`config.mk`:
```
export PLATFORM = sky130hd
export DESIGN_NAME = eif_top
export DESIGN_NICKNAME = d
export VERILOG_FILES = /design/src/logic/eif_detect.v /design/src/logic/eif_top.v
export VERILOG_INCLUDE_DIRS = /design/src /design/src/logic
export SDC_FILE = /design/constraint.sdc
export NUM_CORES = 1
export LEC_CHECK = 0
export BUFFER_PORTS_ARGS = -buffer_cell sky130_fd_sc_hd__buf_2
export CAP_MARGIN = 20
export CORE_ASPECT_RATIO = 1.75
export CORE_MARGIN = 2
export CORE_UTILIZATION = 44
export CTS_BUF_LIST = sky130_fd_sc_hd__clkbuf_2
export CTS_CLUSTER_DIAMETER = 60
export DETAILED_ROUTE_END_ITERATION = 6
export PLACE_DENSITY = 0.93
export SYNTH_ARGS = -nofsm -noshare
export SYNTH_HDL_FRONTEND = slang
export SYNTH_SLANG_ARGS = --single-unit
```
`constraint.sdc`:
```
create_clock -name aclk -period 2.3 [get_ports aclk]
set_clock_uncertainty 0.15 [all_clocks]
set_input_delay 0.115 -clock aclk [delete_from_list [all_inputs] [get_ports aclk]]
set_output_delay 0.115 -clock aclk [all_outputs]
set_load 0.1 [all_outputs]
```
`src/logic/eif_defines.vh`:
```
// register map, field positions and reset values of the external interrupt flag block
`ifndef EIF_DEFINES_VH
`define EIF_DEFINES_VH

// byte offsets of the registers
`define EIF_OFF_CTRL 8'h00
`define EIF_OFF_PINCFG 8'h04
`define EIF_OFF_IRQ_STAT 8'h08
`define EIF_OFF_IRQ_MASK 8'h0C
`define EIF_OFF_PIN_LEVEL 8'h10

// control register fields
`define EIF_CTRL_TYPE0 0
`define EIF_CTRL_FLAG0 1
`define EIF_CTRL_TYPE1 2
`define EIF_CTRL_FLAG1 3
`define EIF_CTRL_W 4

// pin configuration fields, 1 = active high
`define EIF_PINCFG_POL0 0
`define EIF_PINCFG_POL1 1

// event, mask and pin level fields share one layout
`define EIF_EV_EXT0 0
`define EIF_EV_EXT1 1
`define EIF_EV_W 2

// reset values
`define EIF_TYPE_RST 1'h0
`define EIF_POL_RST 1'h0
`define EIF_STAT_RST 2'h0
`define EIF_MASK_RST 2'h0
// pin level that reads inactive under the reset polarity
`define EIF_PIN_IDLE 1'h1

// type select encodings
`define EIF_TYPE_LEVEL 1'h0
`define EIF_TYPE_EDGE 1'h1

// bus responses
`define EIF_RESP_OKAY 2'h0
`define EIF_RESP_SLVERR 2'h2

`endif

```
`src/logic/eif_detect.v`:
```
// synchroniser, trigger detection and pending flag of one external interrupt input
`timescale 1ns/1ps
`include "eif_defines.vh"

module eif_detect
(
  // clock and reset
  input wire aclk,
  input wire aresetn,
  // pin
  input wire pin_in,
  // configuration
  input wire polarity,
  input wire type_select,
  // clears
  input wire sw_clear,
  input wire vector_ack,
  // results
  output reg pending_flag_q,
  output wire flag_event,
  output wire pin_level
);

  reg sync1_q;
  reg sync2_q;
  reg active_prev_q;
  wire active;
  reg pending_flag_d;

  // two stages before anything looks at the pin
  always @(posedge aclk)
  begin
    if (!aresetn)
    begin
      // idle level, so reset itself never looks like an edge
      sync1_q <= `EIF_PIN_IDLE;
      sync2_q <= `EIF_PIN_IDLE;
    end
    else
    begin
      sync1_q <= pin_in;
      sync2_q <= sync1_q;
    end
  end

  // polarity applied after sync; changing it while the pin rests can fake an edge
  assign active = polarity ? sync2_q : ~sync2_q;
  assign pin_level = sync2_q;

  always @(posedge aclk)
  begin
    if (!aresetn)
      active_prev_q <= 1'h0;
    else
      active_prev_q <= active;
  end

  // one cycle per qualifying transition, also used as the sticky event source
  assign flag_event = active & ~active_prev_q;

  always @*
  begin
    pending_flag_d = pending_flag_q;
    if (type_select == `EIF_TYPE_EDGE)
    begin
      if (flag_event)
        pending_flag_d = 1'h1;
      else if (sw_clear || vector_ack)
        pending_flag_d = 1'h0;
    end
    else
    begin
      // level mode: flag simply mirrors the active level
      pending_flag_d = active;
    end
  end

  always @(posedge aclk)
  begin
    if (!aresetn)
      pending_flag_q <= 1'h0;
    else
      pending_flag_q <= pending_flag_d;
  end

endmodule

```
`src/logic/eif_top.v`:
```
// external interrupt flag block with AXI4-Lite register slave and interrupt output
//
// Our own choices: the register addresses and register access over AXI4-Lite.
`timescale 1ns/1ps
`include "eif_defines.vh"

module eif_top
#(
  parameter ADDR_W = 8
)
(
  // clock and reset
  input wire aclk,
  input wire aresetn,
  // axi4-lite write address
  input wire [ADDR_W-1:0] s_axi_awaddr,
  input wire [2:0] s_axi_awprot,
  input wire s_axi_awvalid,
  output wire s_axi_awready,
  // axi4-lite write data
  input wire [31:0] s_axi_wdata,
  input wire [3:0] s_axi_wstrb,
  input wire s_axi_wvalid,
  output wire s_axi_wready,
  // axi4-lite write response
  output reg [1:0] s_axi_bresp,
  output reg s_axi_bvalid,
  input wire s_axi_bready,
  // axi4-lite read address
  input wire [ADDR_W-1:0] s_axi_araddr,
  input wire [2:0] s_axi_arprot,
  input wire s_axi_arvalid,
  output wire s_axi_arready,
  // axi4-lite read data
  output reg [31:0] s_axi_rdata,
  output reg [1:0] s_axi_rresp,
  output reg s_axi_rvalid,
  input wire s_axi_rready,
  // external interrupt pins
  input wire ext_irq_in0,
  input wire ext_irq_in1,
  // core vectoring side
  input wire vector_ack0,
  input wire vector_ack1,
  output wire ext0_pending_flag,
  output wire ext1_pending_flag,
  // interrupt
  output wire irq
);

  // register address decode, shared by read and write paths
  function is_mapped;
    input [ADDR_W-1:0] addr;
    begin
      is_mapped = (addr == `EIF_OFF_CTRL) ||
                  (addr == `EIF_OFF_PINCFG) ||
                  (addr == `EIF_OFF_IRQ_STAT) ||
                  (addr == `EIF_OFF_IRQ_MASK) ||
                  (addr == `EIF_OFF_PIN_LEVEL);
    end
  endfunction

  // write path state
  reg aw_hold_q;
  reg [ADDR_W-1:0] awaddr_q;
  reg w_hold_q;
  reg [31:0] wdata_q;
  reg [3:0] wstrb_q;
  wire do_write;
  wire lane0;
  wire wr_ctrl;
  wire wr_pincfg;
  wire wr_stat;
  wire wr_mask;

  // configuration and interrupt registers
  reg ext0_type_select_q;
  reg ext1_type_select_q;
  reg ext0_polarity_q;
  reg ext1_polarity_q;
  reg [`EIF_EV_W-1:0] irq_stat_q;
  reg [`EIF_EV_W-1:0] irq_stat_d;
  reg [`EIF_EV_W-1:0] irq_mask_q;

  // detector results
  wire ext0_flag;
  wire ext1_flag;
  wire ext0_event;
  wire ext1_event;
  wire ext0_level;
  wire ext1_level;
  wire sw_clear0;
  wire sw_clear1;
  wire [`EIF_EV_W-1:0] events;
  wire [`EIF_EV_W-1:0] w1c_bits;

  // read path
  wire rd_take;
  reg [31:0] rd_value;
  reg rd_ok;

  // ---------------- write channel ----------------
  // address and data are captured independently, in either order
  assign s_axi_awready = ~aw_hold_q;
  assign s_axi_wready = ~w_hold_q;
  assign do_write = aw_hold_q & w_hold_q & ~s_axi_bvalid;

  always @(posedge aclk)
  begin
    if (!aresetn)
    begin
      aw_hold_q <= 1'h0;
      awaddr_q <= {ADDR_W{1'b0}};
    end
    else if (s_axi_awvalid && s_axi_awready)
    begin
      aw_hold_q <= 1'h1;
      awaddr_q <= s_axi_awaddr;
    end
    else if (do_write)
    begin
      aw_hold_q <= 1'h0;
    end
  end

  always @(posedge aclk)
  begin
    if (!aresetn)
    begin
      w_hold_q <= 1'h0;
      wdata_q <= 32'h00000000;
      wstrb_q <= 4'h0;
    end
    else if (s_axi_wvalid && s_axi_wready)
    begin
      w_hold_q <= 1'h1;
      wdata_q <= s_axi_wdata;
      wstrb_q <= s_axi_wstrb;
    end
    else if (do_write)
    begin
      w_hold_q <= 1'h0;
    end
  end

  always @(posedge aclk)
  begin
    if (!aresetn)
    begin
      s_axi_bvalid <= 1'h0;
      s_axi_bresp <= `EIF_RESP_OKAY;
    end
    else if (do_write)
    begin
      s_axi_bvalid <= 1'h1;
      s_axi_bresp <= is_mapped(awaddr_q) ? `EIF_RESP_OKAY : `EIF_RESP_SLVERR;
    end
    else if (s_axi_bready)
    begin
      s_axi_bvalid <= 1'h0;
    end
  end

  // every field lives in byte lane 0; other lanes are ignored
  assign lane0 = wstrb_q[0];
  assign wr_ctrl = do_write & lane0 & (awaddr_q == `EIF_OFF_CTRL);
  assign wr_pincfg = do_write & lane0 & (awaddr_q == `EIF_OFF_PINCFG);
  assign wr_stat = do_write & lane0 & (awaddr_q == `EIF_OFF_IRQ_STAT);
  assign wr_mask = do_write & lane0 & (awaddr_q == `EIF_OFF_IRQ_MASK);

  // ---------------- configuration registers ----------------
  always @(posedge aclk)
  begin
    if (!aresetn)
    begin
      ext0_type_select_q <= `EIF_TYPE_RST;
      ext1_type_select_q <= `EIF_TYPE_RST;
    end
    else if (wr_ctrl)
    begin
      ext0_type_select_q <= wdata_q[`EIF_CTRL_TYPE0];
      ext1_type_select_q <= wdata_q[`EIF_CTRL_TYPE1];
    end
  end

  always @(posedge aclk)
  begin
    if (!aresetn)
    begin
      ext0_polarity_q <= `EIF_POL_RST;
      ext1_polarity_q <= `EIF_POL_RST;
    end
    else if (wr_pincfg)
    begin
      ext0_polarity_q <= wdata_q[`EIF_PINCFG_POL0];
      ext1_polarity_q <= wdata_q[`EIF_PINCFG_POL1];
    end
  end

  // writing 0 to a flag bit clears it in edge mode only; writing 1 leaves it alone
  assign sw_clear0 = wr_ctrl & ~wdata_q[`EIF_CTRL_FLAG0];
  assign sw_clear1 = wr_ctrl & ~wdata_q[`EIF_CTRL_FLAG1];

  // ---------------- detectors ----------------
  eif_detect u_ext0
  (
    .aclk(aclk),
    .aresetn(aresetn),
    .pin_in(ext_irq_in0),
    .polarity(ext0_polarity_q),
    .type_select(ext0_type_select_q),
    .sw_clear(sw_clear0),
    .vector_ack(vector_ack0),
    .pending_flag_q(ext0_flag),
    .flag_event(ext0_event),
    .pin_level(ext0_level)
  );

  eif_detect u_ext1
  (
    .aclk(aclk),
    .aresetn(aresetn),
    .pin_in(ext_irq_in1),
    .polarity(ext1_polarity_q),
    .type_select(ext1_type_select_q),
    .sw_clear(sw_clear1),
    .vector_ack(vector_ack1),
    .pending_flag_q(ext1_flag),
    .flag_event(ext1_event),
    .pin_level(ext1_level)
  );

  assign ext0_pending_flag = ext0_flag;
  assign ext1_pending_flag = ext1_flag;

  // ---------------- sticky status and mask ----------------
  assign events = {ext1_event, ext0_event};
  assign w1c_bits = wr_stat ? wdata_q[`EIF_EV_W-1:0] : {`EIF_EV_W{1'b0}};

  // a new event in the clearing cycle survives the clear
  always @*
  begin
    irq_stat_d = (irq_stat_q & ~w1c_bits) | events;
  end

  always @(posedge aclk)
  begin
    if (!aresetn)
      irq_stat_q <= `EIF_STAT_RST;
    else
      irq_stat_q <= irq_stat_d;
  end

  always @(posedge aclk)
  begin
    if (!aresetn)
      irq_mask_q <= `EIF_MASK_RST;
    else if (wr_mask)
      irq_mask_q <= wdata_q[`EIF_EV_W-1:0];
  end

  // built from registers only, so it cannot glitch
  assign irq = |(irq_stat_q & irq_mask_q);

  // ---------------- read channel ----------------
  assign s_axi_arready = ~s_axi_rvalid;
  assign rd_take = s_axi_arvalid & s_axi_arready;

  always @*
  begin
    rd_value = 32'h00000000;
    rd_ok = 1'h1;
    case (s_axi_araddr)
      `EIF_OFF_CTRL:
      begin
        rd_value[`EIF_CTRL_TYPE0] = ext0_type_select_q;
        rd_value[`EIF_CTRL_FLAG0] = ext0_flag;
        rd_value[`EIF_CTRL_TYPE1] = ext1_type_select_q;
        rd_value[`EIF_CTRL_FLAG1] = ext1_flag;
      end
      `EIF_OFF_PINCFG:
      begin
        rd_value[`EIF_PINCFG_POL0] = ext0_polarity_q;
        rd_value[`EIF_PINCFG_POL1] = ext1_polarity_q;
      end
      `EIF_OFF_IRQ_STAT:
      begin
        rd_value[`EIF_EV_W-1:0] = irq_stat_q;
      end
      `EIF_OFF_IRQ_MASK:
      begin
        rd_value[`EIF_EV_W-1:0] = irq_mask_q;
      end
      `EIF_OFF_PIN_LEVEL:
      begin
        rd_value[`EIF_EV_EXT0] = ext0_level;
        rd_value[`EIF_EV_EXT1] = ext1_level;
      end
      default:
      begin
        rd_ok = is_mapped(s_axi_araddr);
      end
    endcase
  end

  always @(posedge aclk)
  begin
    if (!aresetn)
    begin
      s_axi_rvalid <= 1'h0;
      s_axi_rdata <= 32'h00000000;
      s_axi_rresp <= `EIF_RESP_OKAY;
    end
    else if (rd_take)
    begin
      s_axi_rvalid <= 1'h1;
      s_axi_rdata <= rd_value;
      s_axi_rresp <= rd_ok ? `EIF_RESP_OKAY : `EIF_RESP_SLVERR;
    end
    else if (s_axi_rready)
    begin
      s_axi_rvalid <= 1'h0;
    end
  end

  // prot signals carry no meaning for this block
  wire unused_prot;
  assign unused_prot = ^{s_axi_awprot, s_axi_arprot};

  // upper lanes and bits are accepted and dropped
  wire unused_wr;
  assign unused_wr = ^{wstrb_q[3:1], wdata_q[31:`EIF_CTRL_W]};

endmodule

```
# Word-level counts from Yosys, hierarchy flattened
# Cells that the tools add are included.
# word_totals
ff_bits	41
in_bits	69
output_inout_bits	44
# op_classes
n_eq_ne	10
muxes	21
n_bitwise	26
reduce_logical	20
# ops
cell	count
equality test 8 x 4 -> 1 bit (second input constant)	4
equality test 8 x 3 -> 1 bit (second input constant)	2
equality test 8 x 5 -> 1 bit (second input constant)	2
logical NOT 8 bit	2
2-to-1 mux 1 bit	16
bitwise AND 1 bit	12
logical OR 1 bit	10
inverter 1 bit	10
case mux 2 bit (5 select lines)	1
2-to-1 mux 2 bit	4
nonzero test 2 bit	4
inequality test 3 x 1 -> 1 bit (second input constant)	2
OR reduction 5 bit	1
bitwise AND 2 bit	2
logical AND 1 bit	2
inverter 2 bit	1
bitwise OR 2 bit	1
OR reduction 2 bit	1

# Logic depth before layout (Yosys ltp)
# Gate-level depths: netlist (run 1).
# logic_depth
ltp_word	9
depth_mapped	5
ltp_nobuf	4

# Modules after synthesis
# A second synthesis (run 1) with hierarchy kept.
# unflattened
cells_unflattened	202
hier_area_um2	1913.1
# by_module_without_submodules
mod	instances	cells_each	area_each_um2	seq_area_each_um2
eif_top	1	178	1620.3	620.6
eif_detect	2	12	146.4	80.1

# Least setup slack after synthesis (run 1)
# OpenSTA, ideal clock, no wires.
# synth_path
path_type	register to register
start	reg s_axi_rvalid
end	reg s_axi_rdata[1]
setup_time_ns	0.074
t_arrival_ns	2.169
slack_ns	-0.093
stages_incl_launch_ff	5
period_less_slack_ns	2.393
path_cell_list	dfxtp_1 inv_1 nand2_1 nand3_1 o21ai_0
# synth_between
elab_chain_cells	2
# synth_lines
item	line_no	rtl
from (decl)	eif_top.v:37	output reg s_axi_rvalid,
from (signal assigned)	eif_top.v:310	s_axi_rvalid <= 1'h0;
from (signal assigned)	eif_top.v:316	s_axi_rvalid <= 1'h1;
from (signal assigned)	eif_top.v:322	s_axi_rvalid <= 1'h0;
inverter 1 bit	eif_top.v:266	assign s_axi_arready = ~s_axi_rvalid;
named net s_axi_arready	eif_top.v:33	output wire s_axi_arready,
bitwise AND 1 bit	eif_top.v:267	assign rd_take = s_axi_arvalid & s_axi_arready;
to (signal assigned)	eif_top.v:317	s_axi_rdata <= rd_value;
to (decl)	eif_top.v:35	output reg [31:0] s_axi_rdata,
# The timed path passes the listed nets, and every way through them passes these cells.
# A chain may end at the register's enable or synchronous reset.

# Worst setup path in the final report (run 1)
# layout_path
start	reg awaddr_q[1]
end	reg irq_mask_q[0]
# layout_between
elab_chain_cells	2
# layout_lines
item	line_no	rtl
from (decl)	eif_top.v:65	reg [ADDR_W-1:0] awaddr_q;
from (signal assigned)	eif_top.v:113	awaddr_q <= {ADDR_W{1'b0}};
from (signal assigned)	eif_top.v:118	awaddr_q <= s_axi_awaddr;
equality test 8 x 4 -> 1 bit (no line)	n/a	
bitwise AND 1 bit	eif_top.v:169	assign wr_mask = do_write & lane0 & (awaddr_q == `EIF_OFF_IRQ_MASK);
to (signal assigned)	eif_top.v:257	irq_mask_q <= `EIF_MASK_RST;
to (signal assigned)	eif_top.v:259	irq_mask_q <= wdata_q[`EIF_EV_W-1:0];
to (decl)	eif_top.v:83	reg [`EIF_EV_W-1:0] irq_mask_q;
# No other way between the ends.

==> metrics.cfg, run 1 <==
[place]
pre_cts_ws_ns=0.2829
numPortBuffers=45
placement_cell_area_um2=2011
gp_congestion=0.8004
place.detailed.hpwl_mm=2.767
dp.cells=291

[synthesis]
yosys_warnings=0
netlist_instances=204
post_syn_area_um2=1862
post_synth_num_cell_types=38
synth.avg_cell_area_um2=9.126
yosysSeqAreaShare_pct=41.94
synth-seq-cells=39

[global_route]
grt_max_degree=26
groute.layer.met2.usage_pct=35.10
grt_remaining_overflow=0
wire_length_of_the_first_global_routing_pass_mm=6.568
grt_pass1_vias=1550
initial_antenna_violation_count=0
grt_use_total_pct=18.19
grtUsageMet1_pct=16.77
grt_most_used_layer=met2
global_route.usage.met3_pct=3.987

[drt]
drc=0
wl_per_cell_um=12.06
vias_per_cell=4.849
ant_nets=0
first_iter_violations=28
detailroute.via_count=1610
drt_pre_antenna_iters=5
post_route_wl_mm=4.004

[timing]
fin_ws_ns=0.2556
worst_slew_margin_rel_pct=57.32
tightest_slew_ns=0.6389
finalHoldViolCount=0
fin_tns_setup_ns=0
finalWorstPathRequiredPeriod_ns=2.044
setup-violations-final=0
fin_crit_sh_pct=88.89
finalMaxSlewViolations=0
worst_hold_slack_ns=0.08969
maxClockFrequency_ghz=0.4891
grt_setup_unrepaired=no

[floorplan]
die_x_um=53.17
dieArea_um2=4788
initial_core_utilization_pct=45.28
coreArea_um2=4111
std_cell_rows=31
die-height_um=90.05
design.portCount=113

[critical_path]
worst_r2r_startpoint=awaddr_q[1]
worstPathCellList=or4_4, or4_4, o21ai_0, a21oi_1
crit_fanout=7
start_kind=flip-flop
critical_path.endpoint_type=flip-flop
critical-path-top-cell-by-count=or4_4
worst_r2r_path_depth=4
critPathArrivalTime_ns=2.17
setup.worst_path.end=irq_mask_q[0]
gate_family_responsible_for_the_most_delay_along_the_worst_path=simple AND/OR/NAND/NOR gates
cp.required_ns=2.43
crit_path_start=awaddr_q[1]
critical_path.max_stage_delay_ns=0.60
rr_endpoint=irq_mask_q[0]
setup.reg_to_reg.worst_slack_ns=0.26
criticalPathCategory=reg2reg
crit_buf_inv=0
crit_path_top_delay_cell=or4_4
number_of_stages_on_the_worst_setup_path=4

[final_layout]
insertedDiodeCount=0
share_of_final_layout_standard_cells_stronger_than_drive_strength_1_pct=22.61
post-route-util_pct=58.55
nNetsFinal=351
final_cell_area_um2=2407
layout_area_overhead_pct=29.30
stdcell_count=332

[clock_tree]
cts_tree=built
clock_tree.buffer_depth=2
clk_sink_count=39
cts_root_buffer=clkbuf_2
cts_max_level=2
worstSkewPairLatency_ns=0.39
clk_pin_slew_ns=0.19
cts_inserted_buffers=5

[pwr]
peakVddDrop_uv=421.0
total_power_mw=1.600
cellLeakagePower_nw=1.057
power.density_nw_per_um2=664.6

[min_path]
worstHoldPathType=in2reg

[flow_run]
max_cap_viol_count=0

[outcome]
status=complete, no violations

worst reg2reg max path: cells and delay by family (launching register included):
kind	cells	cell delay (ns)
simple gates	2	1.14
flops	1	0.36
compound gates	2	0.28
area by class of cell:
cell class | count | area [um2]
clock inverters | 3 | 38.79
repair buffers | 80 | 568.0
fillers | 349 | 1704
flip-flops and latches | 39 | 782.0
well taps | 49 | 61.31
inverters | 5 | 18.77
multi-input cells | 151 | 913.4
clock buffers | 5 | 25.02
state kept, by name, indices dropped and copies added (netlist names), 2 cells and up:
name / count
awaddr_q: 8
irq_mask_q: 2
irq_stat_q: 2
s_axi_rdata: 4
wdata_q: 4
cell families after synthesis:
group,after synthesis,synth area share [%]
compound gates,22,7.863
xor+xnor,2,0.9410
buf+inv,43,15.12
flops,39,41.94
mux,21,11.29
other cells,1,0.2014
simple gates,76,22.65
worst min path at each step:
stage	from	to	slack, ns	cells past startpoint
floorplan	aresetn	u_ext0.pin_level	0.04	1
detailed placement	s_axi_rready	s_axi_rvalid	0.15	2
finish	s_axi_araddr[0]	s_axi_rdata[2]	0.09	4
global placement	s_axi_rready	s_axi_rvalid	0.15	2
CTS	s_axi_araddr[0]	s_axi_rdata[2]	0.02	4
global route	s_axi_araddr[0]	s_axi_rdata[2]	0.05	4
layer usage:
metal / up-vias / routed length, um
li1: 798 / -
met3: 9 / 207
met1: 740 / 1445
met5: - / 0
met2: 63 / 2268
met4: 0 / 82
placed cells by master (no fill, tap or decap), types with 2 or more instances in the layout:
| cell | synthesis | routed |
|---|---|---|
| nor2_1 | 25 | 25 |
| o21ai_0 | 5 | 3 |
| nand3b_1 | 3 | 3 |
| buf_2 | 0 | 45 |
| or4_4 | 2 | 2 |
| inv_1 | 4 | 4 |
| dlygate4sd3_1 | 0 | 32 |
| o2bb2ai_1 | 2 | 2 |
| nand2b_1 | 8 | 8 |
| nor3_1 | 5 | 4 |
| nand4_1 | 4 | 4 |
| and2_1 | 2 | 2 |
| nand3_1 | 3 | 3 |
| conb_1 | 1 | 30 |
| a21oi_1 | 6 | 6 |
| nor2b_1 | 3 | 3 |
| mux2i_1 | 21 | 21 |
| nor3_2 | 2 | 3 |
| buf_4 | 30 | 3 |
| xnor2_1 | 2 | 2 |
| nand2_1 | 9 | 9 |
| a32o_1 | 2 | 2 |
| nor3b_1 | 2 | 2 |
| nor4_1 | 2 | 2 |
| dfxtp_1 | 39 | 38 |
| a211oi_1 | 2 | 2 |
| o21ai_1 | 1 | 3 |
| clkbuf_2 | 0 | 5 |
synth_stat cells:
library cell,n,area (um2)
dfxtp_1,39,780.8
buf_4,30,225.2
nor2_1,25,93.84
mux2i_1,21,210.2
nand2_1,9,33.78
nand2b_1,8,50.05
clkbuf_1,7,26.28
a21oi_1,6,30.03
nor3_1,5,25.02
o21ai_0,5,25.02
inv_1,4,15.01
nand4_1,4,25.02
nand3_1,3,15.01
nand3b_1,3,22.52
nor2b_1,3,18.77
a211oi_1,2,15.01
a32o_1,2,20.02
and2_1,2,12.51
nor3_2,2,20.02
nor3b_1,2,15.01
nor4_1,2,12.51
o2bb2ai_1,2,17.52
or4_4,2,22.52
xnor2_1,2,17.52
a221oi_1,1,8.760
a22o_1,1,8.760
a311oi_1,1,8.760
buf_6,1,11.26
conb_1,1,3.750
inv_2,1,3.750
nand4b_1,1,8.760
nor2_4,1,11.26
nor4bb_1,1,10.01
o21a_1,1,7.510
o21ai_1,1,5.000
or2_2,1,6.260
or4_1,1,7.510
or4bb_1,1,11.26
power by group:
part	internal, mW	switching, mW	total [mW]
clock network	0.179	0.220	0.398
logic	0.106	0.364	0.470
registers	0.706	0.0249	0.731
what timing repair did:
item	CTS	global route
resized for setup	0	3
hold endpoints to repair	32	0
endpoints found under the setup margin	0	2
buffers inserted	0	1
hold buffers	33	0
Power figures use the tool's default switching activity.
==> inputs of run 2 (changes only) <==
--- a/config.mk
+++ b/config.mk
@@ -8,13 +8,15 @@
 export LEC_CHECK = 0
 export BUFFER_PORTS_ARGS = -buffer_cell sky130_fd_sc_hd__buf_2
 export CAP_MARGIN = 20
+export CELL_PAD_IN_SITES_DETAIL_PLACEMENT = 0
+export CELL_PAD_IN_SITES_GLOBAL_PLACEMENT = 1
 export CORE_ASPECT_RATIO = 1.75
 export CORE_MARGIN = 2
-export CORE_UTILIZATION = 44
+export CORE_UTILIZATION = 31
 export CTS_BUF_LIST = sky130_fd_sc_hd__clkbuf_2
 export CTS_CLUSTER_DIAMETER = 60
 export DETAILED_ROUTE_END_ITERATION = 6
-export PLACE_DENSITY = 0.93
+export PLACE_DENSITY = 0.94
 export SYNTH_ARGS = -nofsm -noshare
 export SYNTH_HDL_FRONTEND = slang
 export SYNTH_SLANG_ARGS = --single-unit
==> metrics.cfg, run 2 (synthesis gave the netlist of run 1 again) <==
[critical_path]
criticalPathCategory=in2reg
critical-path-top-cell-by-count=dlygate4sd3_1
worstPathCellList=buf_2, or4_1, nor3_2, dlygate4sd3_1, nand3_1, o21ai_1, dlygate4sd3_1
number_of_stages_on_the_worst_setup_path=7
crit_buf_inv=3
start_kind=primary input
crit_path_top_delay_cell=dlygate4sd3_1
cp.required_ns=2.50
gate_family_responsible_for_the_most_delay_along_the_worst_path=buffers and inverters
critical_path.max_stage_delay_ns=0.58
critical_path.endpoint_type=flip-flop
crit_fanout=2
critPathArrivalTime_ns=2.35
worst_r2r_path_depth=4

[timing]
finalWorstPathRequiredPeriod_ns=2.148
worst_slew_margin_rel_pct=57.08
fin_crit_sh_pct=93.41
finalHoldViolCount=0
worst_hold_slack_ns=0.06948
setup-violations-final=0
grt_setup_unrepaired=no
finalMaxSlewViolations=0
fin_tns_setup_ns=0
maxClockFrequency_ghz=0.4655
tightest_slew_ns=0.6424

[pwr]
clkPwrFrac_pct=24.9
power_switching_mw=0.6006
p_comb_share_pct=29.4
p_int_mw=0.9954
sw_frac_of_total_pct=37.63
power.share.sequential_pct=45.8
cellLeakagePower_nw=1.061
peakVddDrop_uv=383.6
power.density_nw_per_um2=654.8

[drt]
detailroute.via_count=1583
drc=0
ant_nets=0
vias_per_cell=4.409
drt_pre_antenna_iters=4
post_route_wl_mm=3.950
wl_per_cell_um=11.00
first_iter_violations=40

[floorplan]
die-height_um=106.5
die_x_um=62.58
design.portCount=113
dieArea_um2=6666
initial_core_utilization_pct=31.92
coreArea_um2=5833
std_cell_rows=37

[final_layout]
layout_area_overhead_pct=30.91
mostFrequentLayoutCells=buf_2 (44), dfxtp_1 (38), dlygate4sd3_1 (31), conb_1 (30), nor2_1 (25)
share_of_final_layout_standard_cells_stronger_than_drive_strength_1_pct=22.42
insertedDiodeCount=0
largest_register_ffs=8
mostFrequentLayoutCell=buf_2
reg_top3=awaddr_q (8), s_axi_rdata (4), wdata_q (4)
nNetsFinal=350
largest_register=awaddr_q
post-route-util_pct=41.78
final_cell_area_um2=2437
stdcell_count=359

[clock_tree]
cts_max_level=2
clk_pin_slew_ns=0.19
cts_tree=built
worstSkewPairLatency_ns=0.39
cts_inserted_buffers=5
cts_root_buffer=clkbuf_2
clk_sink_count=39
clock_tree.buffer_depth=2

[place]
dp.cells=320
placement_cell_area_um2=2047
numPortBuffers=45
gp_congestion=0.7948
place.detailed.hpwl_mm=2.856

[global_route]
initial_antenna_violation_count=0
grt_use_total_pct=12.74
grt_remaining_overflow=0
wire_length_of_the_first_global_routing_pass_mm=6.713
grt_max_degree=26
grt_pass1_vias=1554

[outcome]
status=complete, no violations

[flow_run]
max_cap_viol_count=0

[min_path]
min_delay_path_depth=4
worstHoldPathType=in2reg

## run 2: cell types whose count changed in the layout (fill, tap and decap cells not counted), sizes merged
cell,previous run,this run
clkbuf,5,6
dlygate4sd3,32,31
dlymetal6s4s,0,1
buf,48,47
clkinv,2,0
## run 2: tightest hold or removal path: cells and delay by family
kind	cells	cell delay, ns
AOI/OAI and AO/OA	1	0.19
buffers and inverters	1	0.07
and+or+nand+nor	2	0.20
## run 2: final cells by class
type	count	area, um2
Tap cell	78	97.59
Clock buffer	6	30.03
Fill cell	606	3396
Timing Repair Buffer	79	565.5
Multi-Input combinational cell	151	913.4
Clock inverter	1	30.03
Sequential cell	39	782.0
Inverter	5	18.77
## run 2: path summary, 6_finish.rpt
check             startpoint          endpoint  slack, ns
max          s_axi_araddr[7]    s_axi_rdata[1]       0.15
min          s_axi_araddr[0]    s_axi_rdata[2]       0.07
max reg2reg      awaddr_q[0]     irq_mask_q[0]       0.26
min reg2reg   u_ext1.sync1_q  u_ext1.pin_level       0.29
## run 2: what timing repair did
item,4_1_cts,5_1_grt
endpoints found under the setup margin,0,1
gates resized for setup,0,3
endpoints found under the hold margin,30,0
hold buffers,32,0
buffers inserted,0,1
## run 2: per-stage QoR
stage          total power [mW]  setup WS [ns]
6_report                  1.596         0.1515
5_1_grt                   1.671         0.1015
4_1_cts                   1.611        0.02540
3_5_place_dp              1.172         0.2822
3_3_place_gp              1.168         0.2991
2_1_floorplan             1.152         0.1108
## run 2: power groups by stage
stage | sequential [mW] | clock [mW] | combinational, mW
after global placement | 0.744 | 0 | 0.425
after floorplan | 0.779 | 0 | 0.372
after CTS | 0.731 | 0.411 | 0.468
after detailed placement | 0.745 | 0 | 0.427
final | 0.730 | 0.397 | 0.469
after global routing | 0.736 | 0.442 | 0.493
## run 2: layer usage
| layer | vias up | track usage (%) | share of wire (%) |
|---|---|---|---|
| li1 | 793 | - | - |
| met1 | 722 | 11.99 | 37 |
| met2 | 62 | 25.81 | 55 |
| met3 | 6 | 3.175 | 6.2 |
| met4 | 0 | 4.286 | 1.4 |
| met5 | - | 0 | 0 |
